==> src/design/dmaac_pkg.sv <==
package dmaac_pkg;

	// -----------------------------------------------------------------
	// register map (byte offsets within a 16-byte channel slot)
	// -----------------------------------------------------------------
	localparam int NUM_CH = 4;
	localparam logic [1:0] REG_CTRL = 2'h0;
	localparam logic [1:0] REG_SRC = 2'h1;
	localparam logic [1:0] REG_DST = 2'h2;
	localparam logic [1:0] REG_CNT = 2'h3;
	localparam logic [31:0] OFS_CTRL = 32'h0000_0000;
	localparam logic [31:0] OFS_SRC = 32'h0000_0004;
	localparam logic [31:0] OFS_DST = 32'h0000_0008;
	localparam logic [31:0] OFS_CNT = 32'h0000_000C;
	localparam logic [31:0] CH_STRIDE = 32'h0000_0010;
	localparam int MAP_TOP_BIT = 6;

	// -----------------------------------------------------------------
	// channel control register fields
	// -----------------------------------------------------------------
	localparam int BIT_ENABLE = 0;
	localparam int BIT_DONE = 1;
	localparam int UNIT_LSB = 3;
	localparam int SRC_STEP_LSB = 12;
	localparam int DEST_STEP_LSB = 14;
	localparam int BIT_ACK_POLARITY = 16;
	localparam int BIT_ACK_PHASE = 17;
	localparam int BIT_DEREF = 20;
	localparam logic [31:0] CTRL_RESET = 32'h0000_0000;
	localparam logic [31:0] MASK_COMMON = 32'h0000_F019;
	localparam logic [31:0] MASK_ACK = 32'h0003_0000;
	localparam logic [31:0] MASK_DEREF = 32'h0010_0000;
	localparam logic [31:0] MASK_DONE = 32'h0000_0002;

	// -----------------------------------------------------------------
	// step modes and unit widths
	// -----------------------------------------------------------------
	localparam logic [1:0] STEP_FIXED = 2'h0;
	localparam logic [1:0] STEP_INC = 2'h1;
	localparam logic [1:0] STEP_DEC = 2'h2;
	localparam logic [1:0] UNIT_8 = 2'h0;
	localparam logic [1:0] UNIT_16 = 2'h1;
	localparam logic [1:0] UNIT_32 = 2'h2;
	localparam logic [1:0] UNIT_16B = 2'h3;
	localparam logic [31:0] STEP_16B = 32'h0000_0010;
	localparam logic [31:0] STEP_WORD = 32'h0000_0004;
	localparam logic [31:0] STEP_ONE = 32'h0000_0001;

	// -----------------------------------------------------------------
	// sequencer states, one-hot
	// -----------------------------------------------------------------
	typedef enum logic [4:0] {
		ST_IDLE = 5'h01,
		ST_SCHED = 5'h02,
		ST_IND = 5'h04,
		ST_RD = 5'h08,
		ST_WR = 5'h10
	} dmaac_fsm_type;

	localparam int CNT_W = 24;
	localparam int FIFO_DEPTH = 8;

endpackage

==> src/design/dmaac_top.sv <==
`timescale 1ns/1ps

module dmaac_top
	import dmaac_pkg::*;
#(
	parameter int DATA_W = 32,
	parameter int DEPTH = FIFO_DEPTH
) (
	// clock and reset
	input wire logic hclk,
	input wire logic hresetn,
	// ahb-lite slave
	input wire logic hsel,
	input wire logic [31:0] haddr,
	input wire logic [1:0] htrans,
	input wire logic hwrite,
	input wire logic [2:0] hsize,
	input wire logic [31:0] hwdata,
	input wire logic hready,
	output logic hreadyout,
	output logic hresp,
	output logic [31:0] hrdata,
	// memory master
	output logic mem_req,
	output logic mem_write,
	output logic [31:0] mem_addr,
	output logic [1:0] mem_size,
	output logic [DATA_W-1:0] mem_wdata,
	input wire logic mem_ready,
	input wire logic [DATA_W-1:0] mem_rdata,
	// peripheral acknowledge, channels 0 and 1
	output logic [1:0] transfer_ack_out,
	// status
	output logic busy
);

	// -----------------------------------------------------------------
	// state
	// -----------------------------------------------------------------
	typedef struct packed {
		logic [NUM_CH-1:0][31:0] ctrl_reg;
		logic [NUM_CH-1:0][31:0] src_reg;
		logic [NUM_CH-1:0][31:0] dst_reg;
		logic [NUM_CH-1:0][CNT_W-1:0] cnt_reg;
		dmaac_fsm_type state_reg;
		logic [1:0] cur_reg;
		logic [CNT_W-1:0] rd_left_reg;
		logic dp_write_reg;
		logic [3:0] dp_idx_reg;
		logic [31:0] hrdata_reg;
		logic hreadyout_reg;
		logic hresp_reg;
		logic mem_req_reg;
		logic mem_write_reg;
		logic [31:0] mem_addr_reg;
		logic [1:0] mem_size_reg;
		logic [DATA_W-1:0] mem_wdata_reg;
		logic [1:0] ack_reg;
		logic busy_reg;
	} dmaac_state_type;

	dmaac_state_type r;
	dmaac_state_type r_next;

	logic fifo_push;
	logic fifo_pop;
	logic fifo_in_ready;
	logic fifo_out_valid;
	logic [DATA_W-1:0] fifo_out_data;

	// -----------------------------------------------------------------
	// helpers
	// -----------------------------------------------------------------
	function automatic logic [31:0] ctrl_mask(input logic [1:0] ch);
		logic [31:0] m;
		m = MASK_COMMON;
		if (ch == 2'h0 || ch == 2'h1) begin
			m = m | MASK_ACK;
		end else if (ch == 2'h3) begin
			m = m | MASK_DEREF;
		end
		return m;
	endfunction

	// reserved mode 11 behaves as fixed; a 16-byte decrement still subtracts 16
	function automatic logic [31:0] step_addr(input logic [31:0] addr, input logic [1:0] mode,
			input logic [1:0] unit, input logic deref);
		logic [31:0] amount;
		logic [31:0] res;
		amount = STEP_ONE << unit;
		if (unit == UNIT_16B) begin
			amount = STEP_16B;
		end
		if (deref) begin
			amount = STEP_WORD;
		end
		case (mode)
			STEP_INC: res = addr + amount;
			STEP_DEC: res = addr - amount;
			default: res = addr;
		endcase
		return res;
	endfunction

	function automatic logic is_deref(input logic [1:0] ch, input logic [31:0] ctrl);
		return (ch == 2'h3) && ctrl[BIT_DEREF];
	endfunction

	// -----------------------------------------------------------------
	// next state
	// -----------------------------------------------------------------
	always_comb begin
		logic [1:0] ch;
		logic [31:0] cw;
		logic [1:0] pick;
		logic found;
		logic act;
		ch = 2'h0;
		cw = 32'h0000_0000;
		pick = 2'h0;
		found = 1'b0;
		act = 1'b0;
		r_next = r;
		fifo_push = 1'b0;
		fifo_pop = 1'b0;
		r_next.hreadyout_reg = 1'b1;
		r_next.hresp_reg = 1'b0;

		// register write, data phase
		if (r.dp_write_reg) begin
			ch = r.dp_idx_reg[3:2];
			if (r.dp_idx_reg[1:0] == REG_CTRL) begin
				cw = hwdata & ctrl_mask(ch);
				if (!hwdata[BIT_ENABLE]) begin
					cw = cw | (r.ctrl_reg[ch] & MASK_DONE);
				end
				r_next.ctrl_reg[ch] = cw;
			end else if (r.dp_idx_reg[1:0] == REG_SRC) begin
				r_next.src_reg[ch] = hwdata;
			end else if (r.dp_idx_reg[1:0] == REG_DST) begin
				r_next.dst_reg[ch] = hwdata;
			end else begin
				r_next.cnt_reg[ch] = hwdata[CNT_W-1:0];
			end
		end

		// address phase
		r_next.dp_write_reg = 1'b0;
		if (hsel && htrans[1] && hready) begin
			r_next.hrdata_reg = 32'h0000_0000;
			if (haddr[31:MAP_TOP_BIT] != '0) begin
				r_next.dp_write_reg = 1'b0;
			end else if (hwrite) begin
				r_next.dp_write_reg = 1'b1;
				r_next.dp_idx_reg = haddr[5:2];
			end else if (haddr[3:2] == REG_CTRL) begin
				r_next.hrdata_reg = r.ctrl_reg[haddr[5:4]];
			end else if (haddr[3:2] == REG_SRC) begin
				r_next.hrdata_reg = r.src_reg[haddr[5:4]];
			end else if (haddr[3:2] == REG_DST) begin
				r_next.hrdata_reg = r.dst_reg[haddr[5:4]];
			end else begin
				r_next.hrdata_reg = {{(32 - CNT_W){1'b0}}, r.cnt_reg[haddr[5:4]]};
			end
		end

		// transfer sequencer
		ch = r.cur_reg;
		cw = r.ctrl_reg[ch];
		case (r.state_reg)
			ST_IDLE: begin
				for (int i = NUM_CH - 1; i >= 0; i--) begin
					if (r.ctrl_reg[i][BIT_ENABLE]) begin
						found = 1'b1;
						pick = 2'(i);
					end
				end
				if (found) begin
					r_next.cur_reg = pick;
					r_next.rd_left_reg = r.cnt_reg[pick];
					r_next.state_reg = ST_SCHED;
				end
			end
			// one cycle after each beat, so the fifo flags are settled
			ST_SCHED: begin
				if (r.rd_left_reg != '0 && fifo_in_ready) begin
					r_next.mem_req_reg = 1'b1;
					r_next.mem_write_reg = 1'b0;
					r_next.mem_addr_reg = r.src_reg[ch];
					if (is_deref(ch, cw)) begin
						r_next.mem_size_reg = UNIT_32;
						r_next.state_reg = ST_IND;
					end else begin
						r_next.mem_size_reg = cw[UNIT_LSB+:2];
						r_next.state_reg = ST_RD;
					end
				end else if (fifo_out_valid) begin
					r_next.mem_req_reg = 1'b1;
					r_next.mem_write_reg = 1'b1;
					r_next.mem_addr_reg = r.dst_reg[ch];
					r_next.mem_size_reg = cw[UNIT_LSB+:2];
					r_next.mem_wdata_reg = fifo_out_data;
					r_next.state_reg = ST_WR;
				end else begin
					r_next.ctrl_reg[ch][BIT_ENABLE] = 1'b0;
					r_next.ctrl_reg[ch][BIT_DONE] = 1'b1;
					r_next.state_reg = ST_IDLE;
				end
			end
			ST_IND: begin
				if (mem_ready) begin
					r_next.mem_addr_reg = mem_rdata[31:0];
					r_next.mem_size_reg = cw[UNIT_LSB+:2];
					r_next.state_reg = ST_RD;
				end
			end
			ST_RD: begin
				if (mem_ready) begin
					fifo_push = 1'b1;
					r_next.mem_req_reg = 1'b0;
					r_next.rd_left_reg = r.rd_left_reg - 1'b1;
					r_next.src_reg[ch] = step_addr(r.src_reg[ch], cw[SRC_STEP_LSB+:2], cw[UNIT_LSB+:2],
						is_deref(ch, cw));
					r_next.state_reg = ST_SCHED;
				end
			end
			ST_WR: begin
				if (mem_ready) begin
					fifo_pop = 1'b1;
					r_next.mem_req_reg = 1'b0;
					r_next.cnt_reg[ch] = r.cnt_reg[ch] - 1'b1;
					r_next.dst_reg[ch] = step_addr(r.dst_reg[ch], cw[DEST_STEP_LSB+:2], cw[UNIT_LSB+:2],
						1'b0);
					r_next.state_reg = ST_SCHED;
				end
			end
			default: begin
				r_next.state_reg = ST_IDLE;
			end
		endcase
		r_next.busy_reg = (r_next.state_reg != ST_IDLE);

		// acknowledge strobes follow the cycle that the bus is about to run
		for (int i = 0; i < 2; i++) begin
			act = r_next.mem_req_reg && (r_next.cur_reg == 2'(i)) &&
				(r_next.ctrl_reg[i][BIT_ACK_PHASE] ? (r_next.state_reg == ST_WR)
					: (r_next.state_reg == ST_RD));
			r_next.ack_reg[i] = act ? r_next.ctrl_reg[i][BIT_ACK_POLARITY]
				: ~r_next.ctrl_reg[i][BIT_ACK_POLARITY];
		end
	end

	// -----------------------------------------------------------------
	// registers
	// -----------------------------------------------------------------
	always_ff @(posedge hclk or negedge hresetn) begin
		if (!hresetn) begin
			r.ctrl_reg <= {NUM_CH{CTRL_RESET}};
			r.src_reg <= '0;
			r.dst_reg <= '0;
			r.cnt_reg <= '0;
			r.state_reg <= ST_IDLE;
			r.cur_reg <= 2'h0;
			r.rd_left_reg <= '0;
			r.dp_write_reg <= 1'b0;
			r.dp_idx_reg <= 4'h0;
			r.hrdata_reg <= 32'h0000_0000;
			r.hreadyout_reg <= 1'b1;
			r.hresp_reg <= 1'b0;
			r.mem_req_reg <= 1'b0;
			r.mem_write_reg <= 1'b0;
			r.mem_addr_reg <= 32'h0000_0000;
			r.mem_size_reg <= 2'h0;
			r.mem_wdata_reg <= '0;
			r.ack_reg <= 2'h3;
			r.busy_reg <= 1'b0;
		end else begin
			r <= r_next;
		end
	end

	// -----------------------------------------------------------------
	// read data buffer
	// -----------------------------------------------------------------
	dmaac_fifo #(
		.WIDTH(DATA_W),
		.DEPTH(DEPTH)
	) u_fifo (
		.hclk(hclk),
		.hresetn(hresetn),
		.in_valid(fifo_push),
		.in_ready(fifo_in_ready),
		.in_data(mem_rdata),
		.out_valid(fifo_out_valid),
		.out_ready(fifo_pop),
		.out_data(fifo_out_data)
	);

	assign hreadyout = r.hreadyout_reg;
	assign hresp = r.hresp_reg;
	assign hrdata = r.hrdata_reg;
	assign mem_req = r.mem_req_reg;
	assign mem_write = r.mem_write_reg;
	assign mem_addr = r.mem_addr_reg;
	assign mem_size = r.mem_size_reg;
	assign mem_wdata = r.mem_wdata_reg;
	assign transfer_ack_out = r.ack_reg;
	assign busy = r.busy_reg;

endmodule

// -----------------------------------------------------------------
// synchronous fifo
// -----------------------------------------------------------------
module dmaac_fifo #(
	parameter int WIDTH = 32,
	parameter int DEPTH = 8
) (
	// clock and reset
	input wire logic hclk,
	input wire logic hresetn,
	// fill side
	input wire logic in_valid,
	output logic in_ready,
	input wire logic [WIDTH-1:0] in_data,
	// drain side
	output logic out_valid,
	input wire logic out_ready,
	output logic [WIDTH-1:0] out_data
);

	localparam int AW = (DEPTH > 1) ? $clog2(DEPTH) : 1;

	typedef struct packed {
		logic [DEPTH-1:0][WIDTH-1:0] mem_reg;
		logic [AW-1:0] wp_reg;
		logic [AW-1:0] rp_reg;
		logic [AW:0] cnt_reg;
	} dmaac_fifo_state_type;

	dmaac_fifo_state_type f;
	dmaac_fifo_state_type f_next;
	logic push;
	logic pop;

	assign in_ready = (f.cnt_reg != (AW + 1)'(DEPTH));
	assign out_valid = (f.cnt_reg != '0);
	assign out_data = f.mem_reg[f.rp_reg];

	always_comb begin
		push = in_valid && in_ready;
		pop = out_ready && out_valid;
		f_next = f;
		if (push) begin
			f_next.mem_reg[f.wp_reg] = in_data;
			f_next.wp_reg = (f.wp_reg == AW'(DEPTH - 1)) ? '0 : f.wp_reg + 1'b1;
		end
		if (pop) begin
			f_next.rp_reg = (f.rp_reg == AW'(DEPTH - 1)) ? '0 : f.rp_reg + 1'b1;
		end
		if (push && !pop) begin
			f_next.cnt_reg = f.cnt_reg + 1'b1;
		end else if (pop && !push) begin
			f_next.cnt_reg = f.cnt_reg - 1'b1;
		end
	end

	always_ff @(posedge hclk or negedge hresetn) begin
		if (!hresetn) begin
			f <= '0;
		end else begin
			f <= f_next;
		end
	end

endmodule

==> config.mk <==
export PLATFORM = sky130hd
export DESIGN_NAME = dmaac_top
export DESIGN_NICKNAME = d
export VERILOG_FILES = /design/src/design/dmaac_pkg.sv /design/src/design/dmaac_top.sv
export SDC_FILE = /design/constraint.sdc
export NUM_CORES = 2
export LEC_CHECK = 0
export BUFFER_PORTS_ARGS = -buffer_cell sky130_fd_sc_hd__buf_2
export CAP_MARGIN = 20
export CORE_AREA = 2 2 392 394
export DETAILED_ROUTE_END_ITERATION = 7
export DIE_AREA = 0 0 394 396
export SYNTH_ARGS = -nofsm -noshare
export SYNTH_HDL_FRONTEND = slang
export SYNTH_SLANG_ARGS = --single-unit
==> constraint.sdc <==
create_clock -name hclk -period 8.6 [get_ports hclk]
set_input_delay 0.86 -clock hclk [delete_from_list [all_inputs] [get_ports hclk]]
set_output_delay 0.86 -clock hclk [all_outputs]
set_load 0.02 [all_outputs]
Yosys cells after proc, flatten, opt, wreduce, memory -nomap -nowiden:

Index checks and enable logic that the tools add are counted.

* register bits: 885
* output and inout bits: 105
* bits of input ports: 107
* word-level logic and storage cells: 255

* add/sub/neg operators: 10
* bitwise operators: 9
* reduce and logical (&&, ||, !) cells: 35
* eq/ne operators: 28
* muxes and demuxes: 123
* shifts and indexed selects: 1
* $lt $le $gt $ge: 9

Operator list (number)
* 128-bit 2-to-1 mux: 8
* 32-bit 2-to-1 mux: 28
* 128-bit bitwise mux: 5
* 480-bit 2-to-1 mux: 1
* 32-bit binary-select mux with 2-bit select: 7
* 224-bit 2-to-1 mux: 2
* 352-bit 2-to-1 mux: 1
* 256-bit bitwise mux: 1
* 32-bit demux with 2-bit select: 4
* 229-bit 2-to-1 mux: 1
* 96-bit bitwise mux: 2
* 24-bit binary-select mux with 2-bit select: 3
* 24-bit 2-to-1 mux: 6
* 128-bit AND: 1
* 128-bit NOT: 1
* 128-bit bitwise OR: 1
* 32-bit one-hot mux with 2 select lines: 2
* 32-bit binary-select mux with 3-bit select: 1
* 24-bit demux with 2-bit select: 2
* 32-bit demux with 3-bit select: 1
* 96-bit 2-to-1 mux: 1
* 36-bit 2-to-1 mux: 2
* 68-bit 2-to-1 mux: 1
* 34-bit one-hot mux with 2 select lines: 1
* 49 further kinds: 132

Depth between registers and ports, before layout:

* depth in word-level cells: 21
* mapped depth: 23
* depth with buffers taken out: 16

By module:

From an unflattened synthesis, not the netlist that was laid out.

* cell total of the unflattened synthesis: 4343
* area, all modules: 48068.6 µm²

By module, submodules not included
* dmaac_top: instances 1, area each 35969.5 µm², cells an instance 3625, sequential area each 13391.6 µm²
* dmaac_fifo: instances 1, area each 12099.1 µm², cells an instance 718, sequential area each 6656.4 µm²

Least setup slack after synthesis:

No wires, ideal clock.

* kind: register to register
* from: register r[134] in the netlist's numbering
* to: register r[360] in the netlist's numbering
* setup slack: 3.377 ns
* period minus slack after synthesis: 5.223 ns
* setup time: 0.132 ns
* required time: 8.468 ns
* data arrival time: 5.092 ns
* stages on the path, launching flop included: 20
* path buffers: 6
* cells stage by stage: dfrtp_1 > buf_6 > buf_12 > buf_4 > buf_2 > buf_4 > buf_2 > mux4_2 > ha_1 > inv_1 > o21ai_0 > ha_1 > a2111oi_0 > a21oi_1 > o41a_4 > a21oi_4 > a21oi_1 > or3_1 > a31oi_1 > a21oi_1

RTL lines
* from (decl): line dmaac_top.sv:62 `dmaac_state_type r;`
* from (signal assigned): line dmaac_top.sv:278 `r <= r_next;`

==> metrics.txt <==
status complete, no violations; Peak VDD IR 0.000201 V; Clock transition at path regs 60 ps; postcts setup bufs 0; biggest regs r (432), u_fifo.f (266); Synth Register Bits 801; DR WL/cell 24.5 µm; Mapped Cells 4435; Seq/Total Area, Yosys 41.5%; crit end category flop; IO Port Bufs 203; grt ovf 0; Leak 22.7 nW; CTS H-tree lvls 3; EDFF count, synth 0; layout cell share with drive strength beyond 1 26.1%; final instance area 0.0536 mm²; met2 Use GR 31.7%; YS warnings 0; syn nets 4626; Period minus WS final 6480 ps; most common cell in the netlist dfrtp_1; Routability Congestion 0.958; worst r2r dst r[360]; final setup vio count 0; clk sink count 801; Iter 0 DRT Violations 3782; worst setup path end r[360]; setup TNS 0 ps; buffer depth of the longest clock path 3; post-synth top area share 41.3%; max_cap viols 0; register area 0.0201 mm²; kind of critical path flop to flop; Pins Over Slew Limit 0; P&R area growth vs syn 10.9%; placed inst area 0.0505 mm²; maximum fanout along the worst path 42; CTS Buf Count 88; post-cts repair resize count 0; most frequent cells after synthesis dfrtp_1, a21oi_1, mux2_2; Routed Antenna Nets 0; DR vias/cell 5.66; Placed Instances 6284; routed vias 36.5k; Filler cells 15.0k; CTS tree done; Fin. Hold Viols 0; Non-Filler Instances 6456; leading area contributor after synthesis dfrtp_1; clk_skew 39.2 ps; Initial Utilization 31.9%; Skew-Pair Late Insertion Delay 720 ps; Worst Max-Slew Pin Slew 1170 ps; Post-synth ARST share 100%; total design power 0.0184 W; Biggest register r; CP Launch Type flop; Hold WC Path Type primary input to asynchronous set/reset pin; io pins 212; reg2reg setup slack 2120 ps; CP arrival 7030 ps; router iterations before antenna repair 8; Rel. slew slack 22.1%; initial antenna violation count 16; post-place setup slack 2220 ps; vias in the first global route 35.8k; Pwr Density 344 mW/mm²; gr busiest metal met2; Worst Setup Slack, final 2120 ps; total wire length 158000 µm; Hold Buf Count CTS 0; Cell variety after synth 91; RSZ-0062 raised after global routing no; R2R cell count 14; ranking of synthesized cells by area dfrtp_1, mux4_2, mux2_2; Crit Reg-Reg Startpoint r[134]; total track usage 19.8%; CTS root buf clkbuf_16; multi-input logic area 0.0261 mm²; CP Data Required Time 9140 ps; first-pass GRT wire length 237000 µm; critical path startpoint r[134]; met1 Usage GRT 26.4%; Largest register FFs 432; top_reg_cell synth dfrtp_1; CORE AREA 0.152 mm²; largest net degree at the start of global routing 196; die area 0.156 mm²; FMAX 154 MHz; DPL Wire Length 103000 µm; nets@finish 4537; Syn Area/Cell 10.9 µm²; period utilization 75.4%; Post-Syn Area 0.0483 mm²; Remaining DRCs 0; Rows 143; met3 Use GR 3.50%; Die Span Y 396 µm; Chip Width 394 µm
[power breakdown]
part	switching [W]	total, W	leakage (nW)	internal [W]
combinational	0.00574	0.00925	10.9	0.00350
clock	0.00172	0.00395	1.46	0.00223
sequential	0.000661	0.00523	10.4	0.00457
[worst max-delay path: stages (launching register included)]
cell,delay (ps)
dfrtp_4,1070
mux4_2,600
inv_1,80
ha_1,630
inv_1,260
o21ai_1,580
ha_1,420
a2111oi_0,630
a21oi_1,250
o41a_4,530
a21oi_4,190
a21oi_1,130
or3_1,330
a31oi_1,440
a21oi_1,140
[how the worst min path moves through the flow]
| stage | from | to | slack (ps) | cells past startpoint |
|---|---|---|---|---|
| 6_report | hresetn | hrdata[17] | 150 | 1 |
| 5_1_grt | hresetn | hrdata[17] | 190 | 1 |
| 2_1_floorplan | r[573] | r[573] | 450 | 1 |
| 4_1_cts | hresetn | r[590] | 150 | 1 |
| 3_5_place_dp | hrdata[20] | hrdata[20] | 470 | 2 |
| 3_3_place_gp | hrdata[20] | hrdata[20] | 460 | 2 |
[cell type report]
type                    instances  area share (%)
multi-input cells            3123            48.6
flip-flops and latches        801            37.5
well taps                    2030            4.74
clock buffers                 125            4.71
repair buffers                276            3.10
clock inverters                37           0.918
inverters                      56           0.392
diodes                          8          0.0374
[placed cells by master, fill, tap and decap left out, types with 35 or more instances in the layout]
cell / netlist / final
mux2_2: 369 / 369
inv_1: 55 / 55
clkbuf_16: 0 / 88
xnor2_1: 41 / 41
mux2i_1: 200 / 200
nor2_1: 245 / 228
nand2_1: 363 / 362
buf_4: 106 / 67
ha_1: 81 / 81
dfrtp_1: 798 / 793
o21ai_0: 292 / 291
a21oi_1: 402 / 402
mux4_2: 279 / 279
a22oi_1: 35 / 35
buf_2: 53 / 201
nand3_1: 62 / 59
nor2b_1: 179 / 178
a211oi_1: 167 / 167
nor3_1: 44 / 40
a21o_1: 40 / 40
[metal layers]
| metal | vias up | share of wire (%) |
|---|---|---|
| li1 | 16059 | - |
| met1 | 18692 | 41 |
| met2 | 1469 | 47 |
| met3 | 274 | 7.4 |
| met4 | 16 | 4.4 |
| met5 | - | 0.061 |
[logic make-up (layout without fill, tap and decap cells)]
family | count (synthesis) | count (layout) | share of synthesized area (%)
XOR/XNOR | 72 | 72 | 1.32
other | 2 | 10 | 0.0156
buffers and inverters | 511 | 494 | 4.98
flip-flops | 801 | 801 | 41.5
AND/OR/NAND/NOR | 1036 | 1036 | 10.3
AO/OA/AOI/OAI | 1069 | 1069 | 13.2
multiplexers | 860 | 860 | 26.4
adder cells (fa/ha/maj) | 84 | 84 | 2.22
[per-stage QoR]
step	utilization [%]	hold slack [ps]
2_1_floorplan	-	448
3_3_place_gp	33.3	459
3_5_place_dp	33.3	465
4_1_cts	35.3	148
5_1_grt	35.3	187
6_report	35.3	154
(Power assumes the default switching activity.)
